[src/logic/dmwd_pkg.sv]
// package: register map, field layout, reset values and timing for the dual mode watchdog
//==============================================================================
// Overview of operation
// - two modes, single threshold and windowed
// - exactly one mode active at once
// - programmed timeout sets single threshold duration
// - expiry or wrong key fails single threshold
// - failure gives warm reset or interrupt
// - after reset runs single threshold mode
// - windowed key only between lower, upper bound
// - windowed failure: no key, early, wrong
// - windowed failure gives reset or interrupt
// - windowed needs extra configuration to activate
package dmwd_pkg;

  // register byte offsets
  localparam logic [7:0] CTRL_OFF    = 8'h00;
  localparam logic [7:0] TIMEOUT_OFF = 8'h04;
  localparam logic [7:0] LOWER_OFF   = 8'h08;
  localparam logic [7:0] KEY_OFF     = 8'h0c;
  localparam logic [7:0] COUNT_OFF   = 8'h10;
  localparam logic [7:0] STATUS_OFF  = 8'h14;
  localparam logic [7:0] MASK_OFF    = 8'h18;

  // control fields
  localparam int CTRL_WIN_BIT   = 0;
  localparam int CTRL_IRQ_BIT   = 1;
  localparam int CTRL_ARM_POS   = 8;
  localparam int CTRL_ARM_W     = 8;
  localparam logic [7:0] WIN_ARM_CODE = 8'h5a;

  // status / mask fields
  localparam int ST_EXPIRE_BIT = 0;
  localparam int ST_BADKEY_BIT = 1;
  localparam int ST_EARLY_BIT  = 2;
  localparam int ST_W          = 3;

  // key and reset values
  localparam logic [31:0] SERVICE_KEY   = 32'h0000_a5c3;
  localparam logic [31:0] TIMEOUT_RST   = 32'h000f_ffff;
  localparam logic [31:0] LOWER_RST     = 32'h0000_0000;
  localparam logic [ST_W-1:0] MASK_RST  = 3'h0;

  // warm reset pulse length
  localparam int WARM_RST_NS   = 1000;
  localparam int CLK_PERIOD_NS = 10;
  localparam int WARM_RST_CYC  = (WARM_RST_NS + CLK_PERIOD_NS - 1) / CLK_PERIOD_NS;

  // AXI responses
  localparam logic [1:0] RESP_OKAY   = 2'h0;
  localparam logic [1:0] RESP_SLVERR = 2'h2;

  typedef struct packed {
    logic        winMode;
    logic        irqMode;
    logic [31:0] timeout;
    logic [31:0] lower;
  } dmwd_cfg_s;

  typedef struct packed {
    logic expire;
    logic badKey;
    logic early;
  } dmwd_evt_s;

endpackage : dmwd_pkg

[src/logic/dmwd_top.sv]
// module: dual mode watchdog top with AXI4-Lite register slave and interrupt
`timescale 1ns/100ps
`default_nettype none
module dmwd_top
  import dmwd_pkg::*;
(
  input  wire logic        core_clk,
  input  wire logic        rstn,
  input  wire logic [7:0]  s_axi_awaddr,
  input  wire logic        s_axi_awvalid,
  output logic             s_axi_awready,
  input  wire logic [31:0] s_axi_wdata,
  input  wire logic [3:0]  s_axi_wstrb,
  input  wire logic        s_axi_wvalid,
  output logic             s_axi_wready,
  output logic [1:0]       s_axi_bresp,
  output logic             s_axi_bvalid,
  input  wire logic        s_axi_bready,
  input  wire logic [7:0]  s_axi_araddr,
  input  wire logic        s_axi_arvalid,
  output logic             s_axi_arready,
  output logic [31:0]      s_axi_rdata,
  output logic [1:0]       s_axi_rresp,
  output logic             s_axi_rvalid,
  input  wire logic        s_axi_rready,
  output logic             irq,
  output logic             warmReset
);

  //============================================================================
  // reset synchroniser
  logic rstMeta_r;
  logic rstSync_n;

  // release through two flops; assertion stays asynchronous
  always_ff @(posedge core_clk or negedge rstn) begin
    if (!rstn) begin
      rstMeta_r <= 1'b0;
      rstSync_n <= 1'b0;
    end else begin
      rstMeta_r <= 1'b1;
      rstSync_n <= rstMeta_r;
    end
  end

  //============================================================================
  // write channel capture
  logic [7:0]  awAddr_r;
  logic        awHave_r;
  logic [31:0] wData_r;
  logic [3:0]  wStrb_r;
  logic        wHave_r;
  logic        doWrite;

  assign s_axi_awready = !awHave_r && !s_axi_bvalid;
  assign s_axi_wready  = !wHave_r && !s_axi_bvalid;
  assign doWrite       = awHave_r && wHave_r;

  // address and data may arrive in either order; hold each until both are here
  always_ff @(posedge core_clk or negedge rstSync_n) begin
    if (!rstSync_n) begin
      awAddr_r <= 8'h0;
      awHave_r <= 1'b0;
      wData_r  <= 32'h0;
      wStrb_r  <= 4'h0;
      wHave_r  <= 1'b0;
    end else if (doWrite) begin
      awHave_r <= 1'b0;
      wHave_r  <= 1'b0;
    end else begin
      if (s_axi_awvalid && s_axi_awready) begin
        awAddr_r <= s_axi_awaddr;
        awHave_r <= 1'b1;
      end
      if (s_axi_wvalid && s_axi_wready) begin
        wData_r <= s_axi_wdata;
        wStrb_r <= s_axi_wstrb;
        wHave_r <= 1'b1;
      end
    end
  end

  // decode used by both the write and read paths
  function automatic logic mapped(input logic [7:0] a);
    unique case ({a[7:2], 2'b00})
      CTRL_OFF, TIMEOUT_OFF, LOWER_OFF, KEY_OFF,
      COUNT_OFF, STATUS_OFF, MASK_OFF: mapped = 1'b1;
      default:                         mapped = 1'b0;
    endcase
  endfunction : mapped

  function automatic logic [31:0] merge(input logic [31:0] old,
                                        input logic [31:0] val,
                                        input logic [3:0]  strb);
    for (int i = 0; i < 4; i++) begin
      old[8*i +: 8] = strb[i] ? val[8*i +: 8] : old[8*i +: 8];
    end
    merge = old;
  endfunction : merge

  //============================================================================
  // configuration registers
  dmwd_cfg_s   cfg_r;
  logic [7:0]  armCode_r;
  logic [ST_W-1:0] mask_r;
  logic [ST_W-1:0] status_r;
  logic        wrCtrl;
  logic [31:0] ctrlWord;
  logic [31:0] ctrlNxt;
  logic [31:0] maskNxt;

  assign wrCtrl   = doWrite && (awAddr_r == CTRL_OFF);
  assign ctrlWord = {16'h0, armCode_r, 6'h0, cfg_r.irqMode, cfg_r.winMode};
  assign ctrlNxt  = merge(ctrlWord, wData_r, wStrb_r);
  assign maskNxt  = merge({29'h0, mask_r}, wData_r, wStrb_r);

  // reset comes up in single threshold mode with the counter already running;
  // windowed mode needs the arm code written alongside the mode bit
  always_ff @(posedge core_clk or negedge rstSync_n) begin
    if (!rstSync_n) begin
      cfg_r.winMode <= 1'b0;
      cfg_r.irqMode <= 1'b0;
      cfg_r.timeout <= TIMEOUT_RST;
      cfg_r.lower   <= LOWER_RST;
      armCode_r     <= 8'h0;
      mask_r        <= MASK_RST;
    end else if (doWrite) begin
      if (wrCtrl) begin
        armCode_r     <= ctrlNxt[CTRL_ARM_POS +: CTRL_ARM_W];
        cfg_r.winMode <= ctrlNxt[CTRL_WIN_BIT] &&
                         (ctrlNxt[CTRL_ARM_POS +: CTRL_ARM_W] == WIN_ARM_CODE);
        cfg_r.irqMode <= ctrlNxt[CTRL_IRQ_BIT];
      end
      if (awAddr_r == TIMEOUT_OFF) begin
        cfg_r.timeout <= merge(cfg_r.timeout, wData_r, wStrb_r);
      end
      if (awAddr_r == LOWER_OFF) begin
        cfg_r.lower <= merge(cfg_r.lower, wData_r, wStrb_r);
      end
      if (awAddr_r == MASK_OFF) begin
        mask_r <= maskNxt[ST_W-1:0];
      end
    end
  end

  //============================================================================
  // watchdog core
  logic        keyWrite;
  logic [31:0] count;
  dmwd_evt_s   evt;

  // lanes left out of a key write read as zero, so a key that leaves out lane 0 or 1 counts as wrong
  assign keyWrite = doWrite && (awAddr_r == KEY_OFF);

  dmwd_core u_core (
    .core_clk  (core_clk),
    .rstSync_n (rstSync_n),
    .cfg       (cfg_r),
    .keyWrite  (keyWrite),
    .keyData   (merge(32'h0, wData_r, wStrb_r)),
    .count     (count),
    .evt       (evt),
    .warmReset (warmReset)
  );

  //============================================================================
  // write response
  always_ff @(posedge core_clk or negedge rstSync_n) begin
    if (!rstSync_n) begin
      s_axi_bvalid <= 1'b0;
      s_axi_bresp  <= RESP_OKAY;
    end else if (doWrite) begin
      s_axi_bvalid <= 1'b1;
      s_axi_bresp  <= mapped(awAddr_r) && (awAddr_r != COUNT_OFF) &&
                      (awAddr_r != STATUS_OFF) ? RESP_OKAY : RESP_SLVERR;
    end else if (s_axi_bready) begin
      s_axi_bvalid <= 1'b0;
    end
  end

  //============================================================================
  // read channel
  logic        statusRead;
  logic [31:0] rdMux;

  assign s_axi_arready = !s_axi_rvalid;
  assign statusRead    = s_axi_arvalid && s_axi_arready &&
                         ({s_axi_araddr[7:2], 2'b00} == STATUS_OFF);

  always_comb begin
    unique case ({s_axi_araddr[7:2], 2'b00})
      CTRL_OFF:    rdMux = ctrlWord;
      TIMEOUT_OFF: rdMux = cfg_r.timeout;
      LOWER_OFF:   rdMux = cfg_r.lower;
      COUNT_OFF:   rdMux = count;
      STATUS_OFF:  rdMux = {29'h0, status_r};
      MASK_OFF:    rdMux = {29'h0, mask_r};
      default:     rdMux = 32'h0;
    endcase
  end

  // key register reads as zero so the key cannot be learned by reading
  always_ff @(posedge core_clk or negedge rstSync_n) begin
    if (!rstSync_n) begin
      s_axi_rvalid <= 1'b0;
      s_axi_rdata  <= 32'h0;
      s_axi_rresp  <= RESP_OKAY;
    end else if (s_axi_arvalid && s_axi_arready) begin
      s_axi_rvalid <= 1'b1;
      s_axi_rdata  <= rdMux;
      s_axi_rresp  <= mapped(s_axi_araddr) ? RESP_OKAY : RESP_SLVERR;
    end else if (s_axi_rready) begin
      s_axi_rvalid <= 1'b0;
    end
  end

  //============================================================================
  // sticky status, cleared by read; a new event in the clearing cycle wins
  logic [ST_W-1:0] evtVec;
  assign evtVec = {evt.early, evt.badKey, evt.expire};

  always_ff @(posedge core_clk or negedge rstSync_n) begin
    if (!rstSync_n) begin
      status_r <= '0;
    end else begin
      status_r <= (statusRead ? '0 : status_r) | evtVec;
    end
  end

  // interrupt only in interrupt response mode
  assign irq = cfg_r.irqMode && |(status_r & mask_r);

  //============================================================================
  // warm reset length monitor, feeds the pulse length check only; it wraps past
  // 255 cycles, far beyond the pulse that the core stretches
  logic [7:0] warmLen_r;

  always_ff @(posedge core_clk or negedge rstSync_n) begin
    if (!rstSync_n) begin
      warmLen_r <= 8'h0;
    end else if (warmReset) begin
      warmLen_r <= warmLen_r + 8'h1;
    end else begin
      warmLen_r <= 8'h0;
    end
  end

  //============================================================================
  // checks
  a_expire_resets: assert property (@(posedge core_clk) disable iff (!rstSync_n)
    (count >= cfg_r.timeout) && !cfg_r.irqMode |=> warmReset && count == 32'h0)
    else $error("expiry did not raise warm reset");
  a_badkey_flag: assert property (@(posedge core_clk) disable iff (!rstSync_n)
    keyWrite && (u_core.keyData != SERVICE_KEY) |=> status_r[ST_BADKEY_BIT])
    else $error("wrong key not flagged");
  a_goodkey_restart: assert property (@(posedge core_clk) disable iff (!rstSync_n)
    keyWrite && u_core.keyData == SERVICE_KEY && !cfg_r.winMode |=> count == 32'h0)
    else $error("good key did not restart counter");
  a_early_window: assert property (@(posedge core_clk) disable iff (!rstSync_n)
    keyWrite && u_core.keyData == SERVICE_KEY && cfg_r.winMode && count < cfg_r.lower
    |=> status_r[ST_EARLY_BIT])
    else $error("early key in window not flagged");
  a_window_arm: assert property (@(posedge core_clk) disable iff (!rstSync_n)
    $rose(cfg_r.winMode) |-> armCode_r == WIN_ARM_CODE)
    else $error("windowed mode active without arm code");
  a_reset_single: assert property (@(posedge core_clk)
    $rose(rstSync_n) |-> !cfg_r.winMode ##1 count == 32'h1)
    else $error("not running single threshold after reset");
  a_warm_length: assert property (@(posedge core_clk) disable iff (!rstSync_n)
    $rose(warmReset) |-> warmReset [*8])
    else $error("warm reset pulse too short");
  a_irq_mode: assert property (@(posedge core_clk) disable iff (!rstSync_n)
    irq |-> cfg_r.irqMode && |(status_r & mask_r))
    else $error("interrupt without masked cause");
  a_timeout_bound: assert property (@(posedge core_clk) disable iff (!rstSync_n)
    count > cfg_r.timeout |-> ##[0:1] count == 32'h0)
    else $error("counter ran past timeout");
  a_good_window: assert property (@(posedge core_clk) disable iff (!rstSync_n)
    keyWrite && u_core.keyData == SERVICE_KEY && cfg_r.winMode && count >= cfg_r.lower &&
    count < cfg_r.timeout |-> !evt.early ##1 count == 32'h0)
    else $error("key inside window not accepted");
  a_status_sticky: assert property (@(posedge core_clk) disable iff (!rstSync_n)
    !statusRead |=> (status_r & $past(status_r)) == $past(status_r))
    else $error("status bit lost without a read");
  a_read_clear: assert property (@(posedge core_clk) disable iff (!rstSync_n)
    statusRead && evtVec == '0 |=> status_r == '0)
    else $error("status not cleared by read");
  a_irq_noreset: assert property (@(posedge core_clk) disable iff (!rstSync_n)
    cfg_r.irqMode && !warmReset |=> !warmReset)
    else $error("warm reset raised in interrupt mode");
  a_warm_count: assert property (@(posedge core_clk) disable iff (!rstSync_n)
    $fell(warmReset) |-> warmLen_r == 8'(WARM_RST_CYC))
    else $error("warm reset pulse length wrong");
  a_single_noearly: assert property (@(posedge core_clk) disable iff (!rstSync_n)
    !cfg_r.winMode |-> !evt.early)
    else $error("early key flagged outside windowed mode");

  c_key_ok:  cover property (@(posedge core_clk) keyWrite && count == 32'h0);
  c_early:   cover property (@(posedge core_clk) evt.early);
  c_win_on:  cover property (@(posedge core_clk) $rose(cfg_r.winMode));
  c_irq:     cover property (@(posedge core_clk) $rose(irq));
  c_warm:    cover property (@(posedge core_clk) $rose(warmReset));

endmodule : dmwd_top
`default_nettype wire

[src/logic/dmwd_core.sv]
// module: watchdog counter, key check and failure response
`timescale 1ns/100ps
`default_nettype none
module dmwd_core
  import dmwd_pkg::*;
(
  input  wire logic      core_clk,
  input  wire logic      rstSync_n,
  input  wire dmwd_cfg_s cfg,
  input  wire logic      keyWrite,
  input  wire logic [31:0] keyData,
  output logic [31:0]    count,
  output dmwd_evt_s      evt,
  output logic           warmReset
);

  logic        keyOk;
  logic        earlyKey;
  logic        expired;
  logic        anyFail;
  logic [7:0]  warmCnt_r;

  // windowed mode refuses keys before the lower bound; single threshold never does
  assign keyOk    = keyWrite && (keyData == SERVICE_KEY);
  assign earlyKey = keyOk && cfg.winMode && (count < cfg.lower);
  assign expired  = (count >= cfg.timeout);
  assign evt.expire = expired;
  assign evt.badKey = keyWrite && (keyData != SERVICE_KEY);
  assign evt.early  = earlyKey;
  assign anyFail  = evt.expire | evt.badKey | evt.early;

  // free counter; a good key in the window restarts it, a failure also restarts it
  always_ff @(posedge core_clk or negedge rstSync_n) begin
    if (!rstSync_n) begin
      count <= 32'h0;
    end else if ((keyOk && !earlyKey) || anyFail) begin
      count <= 32'h0;
    end else begin
      count <= count + 32'h1;
    end
  end

  // warm reset stretched to a fixed pulse so the system sees it
  always_ff @(posedge core_clk or negedge rstSync_n) begin
    if (!rstSync_n) begin
      warmCnt_r <= 8'h0;
    end else if (anyFail && !cfg.irqMode) begin
      warmCnt_r <= 8'(WARM_RST_CYC);
    end else if (warmCnt_r != 8'h0) begin
      warmCnt_r <= warmCnt_r - 8'h1;
    end
  end

  assign warmReset = (warmCnt_r != 8'h0);

endmodule : dmwd_core
`default_nettype wire

[config.mk]
export PLATFORM = sky130hd
export DESIGN_NAME = dmwd_top
export DESIGN_NICKNAME = d
export VERILOG_FILES = /design/src/logic/dmwd_pkg.sv /design/src/logic/dmwd_top.sv /design/src/logic/dmwd_core.sv
export SDC_FILE = /design/constraint.sdc
export NUM_CORES = 1
export LEC_CHECK = 0
export BUFFER_PORTS_ARGS = -buffer_cell sky130_fd_sc_hd__buf_4
export CAP_MARGIN = 20
export CORE_MARGIN = 3
export CORE_UTILIZATION = 35
export DETAILED_ROUTE_END_ITERATION = 8
export HOLD_SLACK_MARGIN = 0.02
export PLACE_DENSITY = 0.59
export SYNTH_ARGS = -nofsm -noshare
export SYNTH_HDL_FRONTEND = slang
export SYNTH_SLANG_ARGS = --single-unit
[constraint.sdc]
create_clock -name core_clk -period 7.3 [get_ports core_clk]
set_input_delay 0.365 -clock core_clk [delete_from_list [all_inputs] [get_ports core_clk]]
set_output_delay 0.365 -clock core_clk [all_outputs]
set_load 0.1 [all_outputs]
==> key figures, run 1 <==
Routing
  • Pre-Repair DR Iteration Count: 7
  • Avg WL per Cell: 18.6 µm
  • Drc violations: 0
  • Post-route ant nets: 0
  • Post-Route WL: 26800 µm
  • Detailed-route via count: 7601
  • DRT iter0 DRCs: 490
  • Via density per instance: 5.27

Global route
  • Initial antenna violation count: 1
  • First-pass GRT wire length: 43200 µm
  • Via count of the first global-routing pass: 7717
  • Largest net degree at the start of global routing: 77
  • Overall routing resource usage: 0.171
  • Global route overflow: 0

Finish
  • Fill count: 2840
  • Sequential cell area: 0.00513 mm²
  • Fraction of layout cells with a size suffix above 1: 0.294
  • Final nets: 1163
  • ANT cells: 0
  • Multi-input gate area: 0.00486 mm²
  • Area grow syn2layout: 19.3%

Timing
  • Minimum clock period: 2.97 ns
  • Worst setup margin: 4.33 ns
  • Fmax: 337 MHz
  • Worst-Margin Slew: 1.13 ns
  • RSZ-0062 raised after global routing: false
  • Slew Viols, Final: 0
  • Final-report hold violation count: 0
  • Final Cycle Share: 0.406
  • Setup TNS: 0 ns
  • Slew headroom: 0.247
  • Worst-case clock skew: 0.0227 ns
  • Number of setup violations in the final report: 0

Min path
  • Hold WC Path Type: input port to register
  • Hold_sp: s_axi_awaddr[0]
  • WHS Endpoint: awAddr_r[0]
  • WHS Path Cells: 2

Placed design
  • Worst slack at placement: 4.37 ns
  • HPWL Detailed: 18900 µm
  • RePlAce Congestion: 0.821
  • PortBufs: 97

Power
  • Power Dens Cells: 309 mW/mm²
  • Switching share of power: 0.350
  • Clock power share: 0.322
  • Worst VDD drop: 0.000295 V
  • Power Internal: 2.50 mW
  • Combinational share of power: 0.263
  • Register share of total power: 0.415
  • P_leak: 5.54 nW
  • Sw Pwr: 1.35 mW

Synth
  • Netlist cell types: 62
  • Top_reg_cell synth: dfrtp_1
  • XOR/XNOR share of the synthesized area: 0.0269
  • Asr flop ratio synth: 1.00
  • Multiplexer share of the synthesized area: 0.143
  • Adder-cell share of the synthesized area: 0.0780
  • Yosys warnings: 0
  • Post-synth EDFFs: 0
  • Post-synthesis compound-gate area fraction: 0.0986
  • Synthesized area: 0.0104 mm²
  • Largest family of logic cells by synthesized area: multiplexers
  • Cells after synthesis: 937
  • Yosys reg bits: 204
  • Sequential area share after synthesis: 0.492
  • Syn avg cell area: 11.1 µm²
  • Synthesized-area fraction occupied by and/or/nand/nor cells: 0.117

Floorplan
  • Site Rows: 62
  • Die Y-Extent: 179 µm
  • Io pins: 102
  • Core Box Area: 0.0290 mm²
  • Initial core utilization: 0.360
  • Chip width: 179 µm
  • Die area: 0.0319 mm²

Worst setup path
  • Critical R2R Launch: u_core.count[0]
  • CP startpoint kind: register
  • Critical path endpoint category: register
  • CP Class: register to register
  • CP required: 7.74 ns
  • Crit path arrival time: 3.41 ns
  • Crit-path max FO: 32
  • Worst Setup SP: u_core.count[0]
  • R2R setup slack: 4.33 ns
  • FF-to-FF End: u_core.count[17]
  • Reg2reg path depth: 9

Clock network
  • H-tree levels: 1
  • Clk sink count: 204
  • Root buffer cell: clkbuf_16
  • Clk Latency, worst-skew pair: 0.53 ns
  • Clk pin slew, worst setup/hold paths: 0.06 ns
  • Num CTS Buffers: 24
  • Setup Buffers After CTS: 0
  • Bufs on Longest Clock Path: 3
  • CTS tree: done

Status
  • Status: finished clean

Flow run
  • # Max-Cap Violations: 0
-- critical path, stage by stage, from the launching register on --
cell and delay, ns:
dfrtp_1 0.48, inv_1 0.11, ha_1 0.29, nand2b_4 0.15, a2111oi_2 0.35, nor4_1 0.07
or4_1 0.48, a31o_2 0.32, o21bai_4 0.41, nor2_1 0.21
-- power groups by stage --
stage                     sequential, mW  clock (mW)  combinational, mW
after floorplan                     1.56           0              0.803
after global placement              1.62           0              0.992
after detailed placement            1.62           0               1.01
after CTS                           1.60        1.27               1.01
after global routing                1.64        1.32               1.11
final                               1.60        1.24               1.01
-- state kept, by name, indices dropped and copies added (netlist names), 4 cells and up --
register          cells
awAddr_r              8
u_core.warmCnt_r      8
s_axi_rdata          32
armCode_r             8
u_core.count         32
wStrb_r               4
wData_r              32
cfg_r                66
-- placed cells by master (no fill, tap or decap), types with 4 or more instances in the layout --
cell and instances:
clkbuf_1 5, a222oi_1 31, dfstp_2 20, a21o_1 7, nor2_1 49, clkbuf_8 5, nor4_1 10, mux2_2 127
buf_4 102, xor2_1 19, and3_1 7, xnor2_1 13, clkinv_2 4, nor2_2 11, nand3_1 22, nand4_1 20
a21oi_1 29, inv_1 78, o21ai_0 46, nor3_1 11, dfrtp_1 183, nor2b_1 4, or3_1 6, mux2i_1 6
ha_1 65, clkbuf_16 24, nand2_1 78, and4_1 5
-- logic make-up (layout without fill, tap and decap cells) --
kind of cell / Yosys count / in the layout
flip-flops: 204 / 204
adder cells (fa/ha/maj): 65 / 65
other: 2 / 3
multiplexers: 133 / 133
AND/OR/NAND/NOR: 245 / 245
AO/OA/AOI/OAI: 146 / 146
buffers and inverters: 110 / 229
XOR/XNOR: 32 / 32
-- metrics by stage --
stage | hold slack, ns | utilization | instance area [µm²] | total power, mW | cells
after global placement | 0.149 | 0.398 | 11500 | 2.61 | 1392
after global routing | 0.0555 | 0.429 | 12400 | 4.07 | 1441
final | 0.0677 | 0.429 | 12400 | 3.85 | 1441
after floorplan | 0.0694 | - | 10400 | 2.37 | 938
after detailed placement | 0.150 | 0.399 | 11600 | 2.63 | 1393
after CTS | 0.0521 | 0.428 | 12400 | 3.89 | 1440
-- cells in the mapped netlist (6+ instances only) --
cell type	count	area [µm²]
a21o_1	7	52.6
a21oi_1	29	145
a222oi_1	31	310
and3_1	7	43.8
clkbuf_1	21	78.8
dfrtp_1	184	4600
dfstp_2	20	526
ha_1	65	813
inv_1	78	293
mux2_2	127	1430
mux2i_1	6	60.1
nand2_1	78	293
nand3_1	22	110
nand4_1	20	125
nor2_1	51	191
nor2_2	11	68.8
nor3_1	11	55.1
nor4_1	10	62.6
o21ai_0	46	230
or3_1	6	37.5
xnor2_1	13	114
xor2_1	19	166
-- worst max-delay path by stage --
stage / end / slack (ns) / cells after the start
CTS: u_core.count[17] / 4.31 / 9
detailed placement: u_core.count[5] / 4.37 / 9
floorplan: armCode_r[0] / 1.23 / 0
finish: u_core.count[17] / 4.33 / 9
global placement: u_core.count[4] / 4.38 / 9
global route: u_core.count[20] / 4.16 / 9
-- what timing repair did --
action / 4_1_cts / 5_1_grt
resized for setup: 0 / 0
endpoints found under the hold margin: 4 / 0
hold buffers: 3 / 0
-- routing by layer --
metal / global-route usage / routed length, µm
met5: 0 / 0
met4: 0.0412 / 600
met3: 0.0272 / 1440
met2: 0.265 / 11900
met1: 0.252 / 12900
-- cell type report --
class / instances / share of cell area
Tap cell: 384 / 0.0386
Multi-Input combinational cell: 624 / 0.391
Clock buffer: 34 / 0.0553
Sequential cell: 204 / 0.413
Clock inverter: 10 / 0.0114
Inverter: 78 / 0.0235
Timing Repair Buffer: 107 / 0.0678
(Power assumes the default switching activity.)
==> inputs of run 2 (changes only) <==
--- a/config.mk
+++ b/config.mk
@@ -11,7 +11,7 @@
 export CORE_UTILIZATION = 35
 export DETAILED_ROUTE_END_ITERATION = 8
 export HOLD_SLACK_MARGIN = 0.02
-export PLACE_DENSITY = 0.59
+export PLACE_DENSITY = 0.61
 export SYNTH_ARGS = -nofsm -noshare
 export SYNTH_HDL_FRONTEND = slang
 export SYNTH_SLANG_ARGS = --single-unit
==> constraint.sdc (replaced) <==
create_clock -name core_clk -period 2.5 [get_ports core_clk]
set_input_delay 0.125 -clock core_clk [delete_from_list [all_inputs] [get_ports core_clk]]
set_output_delay 0.125 -clock core_clk [all_outputs]
set_load 0.1 [all_outputs]
==> run 2 against run 1 <==
The run now ends with negative setup slack left. Maximum frequency up 13%. Clock-buffer cell count down 4. Routed wire length up 5.8%. Critical path type unchanged. Largest power group is now combinational logic.
==> key figures, run 2 (synthesis gave the netlist of run 1 again) <==
Finish
  • ANT cells: 0 (unchanged)
  • Max FFs per register: 66 (unchanged)
  • Area grow syn2layout: 33.5%
  • Largest Register: cfg_r
  • Final nets: 1295 (+11%)
  • Leading cell types in the layout, fill and taps excluded: dfrtp_1, buf_4, mux2_2
  • Fill count: 2709 (-4.6%)
  • Layout Utilization: 0.480 (+0.0512)
  • Fraction of layout cells with a size suffix above 1: 0.366 (+0.0716)

Floorplan
  • Die Y-Extent: 179 µm (unchanged)
  • Die area: 0.0319 mm² (unchanged)
  • Site Rows: 62 (unchanged)
  • Core Box Area: 0.0290 mm² (unchanged)
  • Io pins: 102 (unchanged)
  • Initial core utilization: 0.360 (unchanged)
  • Chip width: 179 µm (unchanged)

Timing
  • Final-report hold violation count: 0 (unchanged)
  • Number of setup violations in the final report: 37 (+37)
  • RSZ-0062 raised after global routing: true
  • Setup TNS: -3.01 ns (-3.01 ns)
  • Worst-case clock skew: 0.0230 ns (+0.000326 ns)
  • Slew headroom: 0.386 (+0.139)
  • Worst hold slack: 0.0512 ns (-0.0165 ns)
  • Fmax: 382 MHz (+13%)
  • Worst setup margin: -0.120 ns (-4.45 ns)
  • Worst-Margin Slew: 0.915 ns (-0.215 ns)
  • Slew Viols, Final: 0 (unchanged)
  • Final Cycle Share: 1.05 (+0.642)
  • Minimum clock period: 2.62 ns (-0.345 ns)

Power
  • P_leak: 6.24 nW (+13%)
  • Register share of total power: 0.335 (-0.080)
  • Worst VDD drop: 0.000893 V (+200%)
  • Sw Pwr: 4.61 mW (+240%)
  • Power Dens Cells: 958 mW/mm² (+210%)
  • Switching share of power: 0.345 (-0.00470)
  • Clock power share: 0.299 (-0.023)
  • Combinational share of power: 0.367 (+0.104)
  • Tot Pwr: 13.3 mW (+250%)
  • Power Internal: 8.74 mW (+250%)

Worst setup path
  • CP required: 2.97 ns (-4.77 ns)
  • CP startpoint kind: register
  • Crit-path max FO: 6 (-81%)
  • Critical path endpoint category: register
  • CP Class: register to register
  • Crit path arrival time: 3.09 ns (-0.32 ns)

Flow run
  • # Max-Cap Violations: 0 (unchanged)

Routing
  • Post-route ant nets: 0 (unchanged)
  • Pre-Repair DR Iteration Count: 8 (+1)
  • Detailed-route via count: 8086 (+6.4%)
  • Avg WL per Cell: 18.0 µm (-3.1%)
  • Via density per instance: 5.14 (-2.5%)
  • DRT iter0 DRCs: 523 (+6.7%)
  • Post-Route WL: 28400 µm (+5.8%)
  • Drc violations: 0 (unchanged)

Global route
  • Via count of the first global-routing pass: 8174 (+5.9%)
  • Global route overflow: 0 (unchanged)
  • Largest net degree at the start of global routing: 72 (-6.5%)
  • Initial antenna violation count: 0 (-1)
  • First-pass GRT wire length: 44800 µm (+3.7%)
  • Overall routing resource usage: 0.178 (+0.00705)

Status
  • Status: finished with violations
  • Failing checks: negative setup slack

Placed design
  • RePlAce Congestion: 0.870 (+6.0%)
  • PortBufs: 97 (unchanged)
  • HPWL Detailed: 20500 µm (+8.4%)

Clock network
  • H-tree levels: 1 (unchanged)
  • Clk pin slew, worst setup/hold paths: 0.06 ns (about the same)
  • Bufs on Longest Clock Path: 3 (unchanged)
  • Clk sink count: 204 (unchanged)
  • Clk Latency, worst-skew pair: 0.53 ns (about the same)
  • Setup Buffers After CTS: 0 (unchanged)
  • Num CTS Buffers: 25 (+4.2%)
  • Root buffer cell: clkbuf_16
  • CTS tree: done

Min path
  • Hold WC Path Type: input port to register
==> run 2: cell count changes in the layout (fill, tap and decap cells not counted), sizes merged <==
cell	previous run	this run
dlygate4sd3	3	48
clkinvlp	2	4
clkbuf	34	31
buf	104	189
bufinv	3	6
==> run 2: worst paths after layout <==
kind	start	to	slack [ns]	cells past startpoint
worst max-delay path	cfg_r[32]	u_core.count[4]	-0.12	9
worst min-delay path	s_axi_arvalid	status_r[0]	0.05	3
worst max register to register	cfg_r[32]	u_core.count[4]	-0.12	9
worst min register to register	rstSync_n	armCode_r[1]	0.24	0
max in group asynchronous	rstSync_n	cfg_r[45]	1.52	1
min in group asynchronous	rstSync_n	armCode_r[1]	0.24	0
==> run 2: power by group through the flow <==
stage | Combinational (mW) | Sequential [mW] | Clock (mW)
2_1_floorplan | 2.36 | 4.59 | 0
3_3_place_gp | 4.06 | 4.50 | 0
3_5_place_dp | 4.12 | 4.51 | 0
4_1_cts | 4.35 | 4.46 | 4.07
5_1_grt | 5.21 | 4.55 | 4.22
6_report | 4.89 | 4.47 | 3.99
==> run 2: repair_timing <==
action                     CTS  global route
hold buffers                48             0
gates cloned                 0             1
setup endpoints to repair   40            40
pin swaps                    4            11
hold endpoints to repair    48             0
gates resized for setup     11            36
==> run 2: critical path: stages (launching register included) <==
cell and delay, ns:
dfstp_2 0.56, ha_4 0.20, nand2b_4 0.14, a2111oi_4 0.35
nor4_1 0.09, or4_4 0.43, a31o_4 0.24, o21bai_4 0.23
clkbuf_16 0.21, nor2_4 0.10
==> run 2: final cells by class <==
cell class / instances / area [µm²] / area share
flip-flops and latches: 204 / 5140 / 0.369
repair buffers: 238 / 2020 / 0.145
clock buffers: 30 / 674 / 0.0484
well taps: 384 / 480 / 0.0345
inverters: 78 / 297 / 0.0213
clock inverters: 15 / 236 / 0.0170
multi-input cells: 624 / 5080 / 0.365
==> run 2: metrics by stage <==
stage	area, µm²	setup WS, ns	cells
3_5_place_dp	12300	-0.144	1478
6_report	13900	-0.120	1573
4_1_cts	13700	-0.0511	1571
5_1_grt	13900	-0.147	1573
2_1_floorplan	10500	0.0331	938
3_3_place_gp	12300	-0.0754	1478
==> run 2: per-layer routing <==
metal / track usage / part of all wire
met1: 0.251 / 0.47
met2: 0.289 / 0.46
met3: 0.0236 / 0.043
met4: 0.0497 / 0.028
met5: 0 / 0
